$ cat src/rtl/spsq_pkg.sv
// shared constants and types for the stepper phase sequencer
package spsq_pkg;

    localparam int unsigned CLK_HZ = 40_000_000;
    localparam real STEP_PERIOD_MS = 2.5;
    localparam int unsigned STEP_CYCLES =
        int'(STEP_PERIOD_MS * real'(CLK_HZ) / 1000.0);
    // clear width that the outside world guarantees; not counted here
    localparam real CLEAR_WIDTH_MS = 1.0;

    localparam int unsigned STAGES = 8;
    localparam int unsigned PHASES = 4;
    localparam int unsigned STEPS_PER_REV = 64;
    localparam int unsigned STEP_ANGLE_MDEG = 5625;
    localparam int unsigned REV_W = $clog2(STEPS_PER_REV);
    localparam logic [REV_W-1:0] REV_LAST = REV_W'(STEPS_PER_REV - 1);
    localparam logic [STAGES-1:0] STAGES_CLEAR = 8'h00;
    localparam logic [STAGES-1:0] SEED_BIT = 8'h01;

    typedef enum logic [2:0] {
        MODE_WAVE   = 3'h1,
        MODE_NORMAL = 3'h2,
        MODE_HALF   = 3'h4
    } spsq_mode_t;

    typedef struct packed {
        logic [PHASES-1:0] phase_data;
        logic [PHASES-1:0] phase_enable;
    } spsq_phase_t;

endpackage : spsq_pkg

$ cat src/rtl/spsq_step_div.sv
// divider that turns the core clock into a one-cycle step enable
`timescale 1ns/1ps
module spsq_step_div
    import spsq_pkg::*;
#(
    parameter int unsigned DIV = STEP_CYCLES
) (
    // clock and reset
    input wire logic core_clk_i,
    input wire logic sys_rst_i,
    // step enable
    output logic step_en_o
);

    localparam int unsigned CW = $clog2(DIV);
    localparam logic [CW-1:0] CNT_LAST = CW'(DIV - 1);
    localparam logic [CW-1:0] CNT_ZERO = '0;

    logic [CW-1:0] cnt_reg;

    always_ff @(posedge core_clk_i or posedge sys_rst_i) begin
        if (sys_rst_i) begin
            cnt_reg <= CNT_ZERO;
            step_en_o <= 1'b0;
        end else if (cnt_reg == CNT_LAST) begin
            cnt_reg <= CNT_ZERO;
            step_en_o <= 1'b1;
        end else begin
            cnt_reg <= cnt_reg + CW'(1);
            step_en_o <= 1'b0;
        end
    end

endmodule : spsq_step_div

$ cat src/rtl/spsq_sequencer.sv
// eight-stage circulating phase sequencer for a bridge-driven stepper
`timescale 1ns/1ps
module spsq_sequencer
    import spsq_pkg::*;
#(
    parameter int unsigned STEP_DIV = STEP_CYCLES
) (
    // clock and reset
    input wire logic core_clk_i,
    input wire logic sys_rst_i,
    // pins from the board
    input wire logic power_up_clear_n_i,
    input wire logic dir_fwd_i,
    input wire logic [2:0] drive_mode_i,
    // half-bridge drive
    output spsq_phase_t phase_o,
    // status
    output logic [STAGES-1:0] stage_o,
    output logic step_o,
    output logic rev_o
);

    logic step_en;
    logic [1:0] clr_n_sync_reg;
    logic [1:0] dir_sync_reg;
    logic [2:0] mode_meta_reg;
    logic [2:0] mode_sync_reg;
    logic [STAGES-1:0] stage_reg;
    spsq_mode_t mode_reg;
    logic dir_reg;
    logic half_reg;
    logic [REV_W-1:0] rev_cnt_reg;
    logic clear_ok;
    logic right_serial_in;
    logic left_serial_in;
    logic shift_now;
    logic [STAGES-1:0] energise;

    spsq_step_div #(
        .DIV(STEP_DIV)
    ) u_div (
        .core_clk_i(core_clk_i),
        .sys_rst_i(sys_rst_i),
        .step_en_o(step_en)
    );

    function automatic logic [STAGES-1:0] neighbour(
        input logic [STAGES-1:0] q,
        input logic fwd
    );
        neighbour = fwd ? {q[STAGES-2:0], q[STAGES-1]}
                        : {q[0], q[STAGES-1:1]};
    endfunction : neighbour

    // number of windings that a phase enable vector energises
    function automatic int unsigned count_on(
        input logic [PHASES-1:0] en
    );
        count_on = 0;
        for (int unsigned i = 0; i < PHASES; i++) begin
            count_on = count_on + 32'(en[i]);
        end
    endfunction : count_on

    // pin inputs pass two flops before anything reads them
    always_ff @(posedge core_clk_i or posedge sys_rst_i) begin
        if (sys_rst_i) begin
            clr_n_sync_reg <= 2'h0;
            dir_sync_reg <= 2'h0;
            mode_meta_reg <= 3'h0;
            mode_sync_reg <= 3'h0;
        end else begin
            clr_n_sync_reg <= {clr_n_sync_reg[0], power_up_clear_n_i};
            dir_sync_reg <= {dir_sync_reg[0], dir_fwd_i};
            mode_meta_reg <= drive_mode_i;
            mode_sync_reg <= mode_meta_reg;
        end
    end

    assign clear_ok = clr_n_sync_reg[1];

    // all-low detect feeds both serial inputs so the ring seeds itself
    assign right_serial_in = (stage_reg == STAGES_CLEAR)
                             | stage_reg[STAGES-1];
    assign left_serial_in = (stage_reg == STAGES_CLEAR)
                            | stage_reg[0];

    // in half-step the ring moves on every second step only, or on the next step when it is empty
    assign shift_now = step_en & clear_ok
                       & ((mode_reg != MODE_HALF) | half_reg
                          | (stage_reg == STAGES_CLEAR));

    // ring register: right shift moves toward stage eight
    always_ff @(posedge core_clk_i or posedge sys_rst_i) begin
        if (sys_rst_i) begin
            stage_reg <= STAGES_CLEAR;
        end else if (!clear_ok) begin
            stage_reg <= STAGES_CLEAR;
        end else if (shift_now) begin
            if (dir_reg) begin
                stage_reg <= {stage_reg[STAGES-2:0],
                              right_serial_in};
            end else begin
                stage_reg <= {left_serial_in,
                              stage_reg[STAGES-1:1]};
            end
        end
    end

    // mode and direction change only at a step boundary, so the
    // outputs never show a mix of two patterns
    always_ff @(posedge core_clk_i or posedge sys_rst_i) begin
        if (sys_rst_i) begin
            mode_reg <= MODE_WAVE;
            dir_reg <= 1'b1;
        end else if (step_en) begin
            dir_reg <= dir_sync_reg[1];
            if (mode_sync_reg == MODE_WAVE
                || mode_sync_reg == MODE_NORMAL
                || mode_sync_reg == MODE_HALF) begin
                mode_reg <= spsq_mode_t'(mode_sync_reg);
            end
        end
    end

    always_ff @(posedge core_clk_i or posedge sys_rst_i) begin
        if (sys_rst_i) begin
            half_reg <= 1'b0;
        end else if (!clear_ok) begin
            half_reg <= 1'b0;
        end else if (step_en) begin
            if (mode_reg == MODE_HALF) begin
                half_reg <= ~half_reg;
            end else begin
                half_reg <= 1'b0;
            end
        end
    end

    // positions 0-3 are windings A-D in one polarity, 4-7 reversed
    always_comb begin
        energise = stage_reg;
        if (mode_reg == MODE_NORMAL) begin
            energise = stage_reg | neighbour(stage_reg, dir_reg);
        end else if (mode_reg == MODE_HALF && half_reg) begin
            energise = stage_reg | neighbour(stage_reg, dir_reg);
        end
    end

    // one data and one enable per winding serve both half-bridges
    always_ff @(posedge core_clk_i or posedge sys_rst_i) begin
        if (sys_rst_i) begin
            phase_o <= '0;
            stage_o <= STAGES_CLEAR;
        end else begin
            phase_o.phase_data <= energise[PHASES-1:0];
            phase_o.phase_enable <= energise[PHASES-1:0]
                                    | energise[STAGES-1:PHASES];
            stage_o <= stage_reg;
        end
    end

    // revolution marker counts full ring steps
    always_ff @(posedge core_clk_i or posedge sys_rst_i) begin
        if (sys_rst_i) begin
            rev_cnt_reg <= '0;
            rev_o <= 1'b0;
            step_o <= 1'b0;
        end else begin
            step_o <= shift_now;
            rev_o <= shift_now && (rev_cnt_reg == REV_LAST);
            if (!clear_ok) begin
                rev_cnt_reg <= '0;
            end else if (shift_now) begin
                rev_cnt_reg <= rev_cnt_reg + REV_W'(1);
            end
        end
    end
endmodule : spsq_sequencer

$ cat config.mk
export PLATFORM = sky130hd
export DESIGN_NAME = spsq_sequencer
export DESIGN_NICKNAME = d
export VERILOG_FILES = /design/src/rtl/spsq_pkg.sv /design/src/rtl/spsq_step_div.sv /design/src/rtl/spsq_sequencer.sv
export SDC_FILE = /design/constraint.sdc
export NUM_CORES = 1
export LEC_CHECK = 0
export ABC_AREA = 1
export BUFFER_PORTS_ARGS = -buffer_cell sky130_fd_sc_hd__buf_2
export CAP_MARGIN = 20
export CORE_MARGIN = 5
export CORE_UTILIZATION = 45
export DETAILED_ROUTE_END_ITERATION = 12
export PLACE_DENSITY = 0.64
export SETUP_SLACK_MARGIN = 0.05
export SYNTH_ARGS = -nofsm -noshare
export SYNTH_HDL_FRONTEND = slang
export SYNTH_SLANG_ARGS = --single-unit
$ cat constraint.sdc
create_clock -name core_clk_i -period 4.31 [get_ports core_clk_i]
set_clock_uncertainty 0.2 [all_clocks]
set_input_delay 0 -clock core_clk_i [delete_from_list [all_inputs] [get_ports core_clk_i]]
set_output_delay 0 -clock core_clk_i [all_outputs]
set_load 0.05 [all_outputs]
==> flow_metrics.env <==
export IMPL_status="complete, no violations"
export IMPL_maxSlewViolCount=0
export IMPL_finalSetupTns_ps=0
export IMPL_arrival_ps=1750
export IMPL_r2r_start="clr_n_sync_reg[1]"
export IMPL_cp_start_kind="flop"
export IMPL_netlist_cell_type_count=23
export IMPL_dr_pass1_iters=4
export IMPL_rr_endpoint="rev_cnt_reg[5]"
export IMPL_synthCells=314
export IMPL_synth_fa_ha_area_share_pct=0.902
export IMPL_finalSetupViolations=0
export IMPL_die_w_um=88.5
export IMPL_yosys_area_share_simple_pct=25.6
export IMPL_cp_cell_sequence="nand2_1, nor2_4, nand3_1, nand2_1"
export IMPL_syn_area_mm2=0.00278
export IMPL_vias_per_cell=4.78
export IMPL_largest_reg_flops=17
export IMPL_layout_drive_gt1_share_pct=14.3
export IMPL_port_buffers=24
export IMPL_cp_top_family="simple AND/OR/NAND/NOR gates"
export IMPL_yosys_register_bits=65
export IMPL_syn_nets=323
export IMPL_reg2reg_slack_ps=2630
export IMPL_cts_tree="yes"
export IMPL_grt_max_degree=66
export IMPL_nFillCells=561
export IMPL_vias=2059
export IMPL_grt_pass1_vias=2048
export IMPL_synthToLayoutAreaGrowth_pct=16.9
export IMPL_cpMostUsedCell="nand2_1"
export IMPL_row_count=28
export IMPL_post_route_period_util_pct=38.9
export IMPL_total_leakage_power_uw=0.00174
export IMPL_layout_min_cycle_time_ps=1680
export IMPL_nets=360
export IMPL_die_area_mm2=0.00784
export IMPL_final_common_cell="nand2_1"
export IMPL_cts_resized=0
export IMPL_drc=0
export IMPL_antenna_cells=0
export IMPL_clock_fmax_mhz=596
export IMPL_slowest_delay_ps=680
export IMPL_crit_cells=4
export IMPL_multi_input_area_um2=937
export IMPL_clock_tree_buffer_depth=2
export IMPL_grt_first_pass_wirelength_um=9020
export IMPL_cp_num_buf_inv=0
export IMPL_cp_endpoint="rev_cnt_reg[5]"
export IMPL_worstSkewPairLatency_ps=340
export IMPL_slew_headroom_pct=48.5
export IMPL_synth_warnings=0
export IMPL_worstMarginPinSlew_ps=772
export IMPL_regArea_mm2=0.00163
export IMPL_overflow=0
export IMPL_wl_per_cell_um=11.4
export IMPL_ir_drop_uv=215
export IMPL_antenna_found_initial=0
export IMPL_rsz0062_at_grt="false"
export IMPL_crit_start="clr_n_sync_reg[1]"
export IMPL_clk_pin_slew_ps=60
export IMPL_initial_core_util_pct=46.6
export IMPL_cts_setup_buffers=0
export IMPL_ys_seq_area_share_pct=58.7
export IMPL_worstPathRequired_ps=4380
export IMPL_ios=25
export IMPL_cp_max_fo=18
export IMPL_wl_um=4920
export IMPL_htree_levels=3
export IMPL_final_hold_violation_count=0
export IMPL_crit_type="reg -> reg"
export IMPL_cts_hold_buf=6
export IMPL_powerDensity_mw_per_mm2=374
export IMPL_cap_viol_max_count=0
export IMPL_numCtsBuffers=9
export IMPL_slowest_stage="dfrtp_1"
export IMPL_track_usage_pct=15.0
export IMPL_drtIter0Drc=161
export IMPL_numClockSinks=65
export IMPL_synth_compound_area_share_pct=5.41
export IMPL_endpoint_kind="flop"
export IMPL_synth_top_family_by_area="simple AND/OR/NAND/NOR gates"
export IMPL_die_y_um=88.5
export IMPL_syn_mean_instance_area_um2=8.84
export IMPL_synth_xor_area_share_pct=1.89
export IMPL_root_buffer="clkbuf_8"
export IMPL_r2r_cells=4
export IMPL_hold_class="in -> reg"
export IMPL_hold_ws_ps=99.8
export IMPL_dp_hpwl_um=3360
export IMPL_ant_nets=0
export IMPL_synth_mux_area_share_pct=0
export IMPL_gp_congestion=0.789
export IMPL_coreArea_mm2=0.00596
export IMPL_layout_common_cells="79 x nand2_1, 63 x dfrtp_1, 45 x inv_1, 31 x nor2_1, 30 x nand3_1"
## stage by stage
step           cells  setup WS [ps]  instance area (um2)  total power, uW  utilization [%]
2_1_floorplan    314           2490                 2780              640                -
3_3_place_gp     409           2680                 2960              646             49.7
3_5_place_dp     409           2620                 2960              647             49.7
4_1_cts          431           2620                 3240             1230             54.5
5_1_grt          431           2440                 3240             1260             54.5
6_report         431           2630                 3240             1210             54.5
## cell families (layout without fill, tap and decap cells)
family          after synthesis  count (layout)
xor+xnor                      6               6
flops                        65              65
fa+ha+maj                     2               2
simple gates                161             161
buf+inv                      51              93
compound gates               29              29
## worst min-delay path by stage
stage          slack [ps]  cells after the start                from                end
5_1_grt               110                      2  power_up_clear_n_i  clr_n_sync_reg[0]
3_3_place_gp          -90                      1     drive_mode_i[2]   mode_meta_reg[2]
4_1_cts                90                      2     drive_mode_i[2]   mode_meta_reg[2]
3_5_place_dp          -90                      1     drive_mode_i[2]   mode_meta_reg[2]
6_report              100                      2     drive_mode_i[0]   mode_meta_reg[0]
2_1_floorplan        -170                      0  power_up_clear_n_i  clr_n_sync_reg[0]
## where the power goes
part           total [uW]  leakage (uW)  internal (uW)  switching [uW]
registers             619      0.000863            615            3.82
clock network         574      0.000111            358             216
logic                19.6      0.000770           6.57            13.1
total                1210       0.00174            980             233
## cell usage after synthesis
cell / number / area share, %
a21oi_1: 6 / 1.1
and2_1: 1 / 0.23
buf_1: 1 / 0.14
buf_2: 2 / 0.36
buf_6: 2 / 0.81
dfrtp_1: 63 / 57
dfstp_2: 2 / 1.9
ha_1: 2 / 0.90
inv_1: 46 / 6.2
nand2_1: 79 / 11
nand2_2: 4 / 0.90
nand2_4: 1 / 0.41
nand3_1: 30 / 5.4
nand3_2: 1 / 0.36
nand4_1: 7 / 1.6
nor2_1: 31 / 4.2
nor2_2: 2 / 0.45
nor2_4: 2 / 0.81
nor3_1: 3 / 0.54
o21ai_0: 17 / 3.1
o21ai_1: 4 / 0.72
o21bai_1: 2 / 0.54
xor2_1: 6 / 1.9
## worst reg2reg max path, delay by kind of cell (launching register included)
family / cells / cell delay [ps]
DFF: 1 / 680
and+or+nand+nor: 4 / 750
## area by class of cell
class | count | share of cell area, %
multi-input cells | 198 | 28.9
repair buffers | 31 | 5.79
clock buffers | 14 | 5.02
flip-flops and latches | 65 | 50.2
clock inverters | 2 | 1.85
well taps | 75 | 2.89
inverters | 46 | 5.32
## per-layer routing
layer / global-route usage (%) / up-vias / share of wire (%)
met1: 19.2 / 951 / 48
met4: 8.38 / 0 / 2.3
met3: 3.17 / 14 / 4.4
li1: - / 1056 / -
met2: 23.7 / 38 / 45
met5: 0 / - / 0
(Power assumes the default switching activity.)
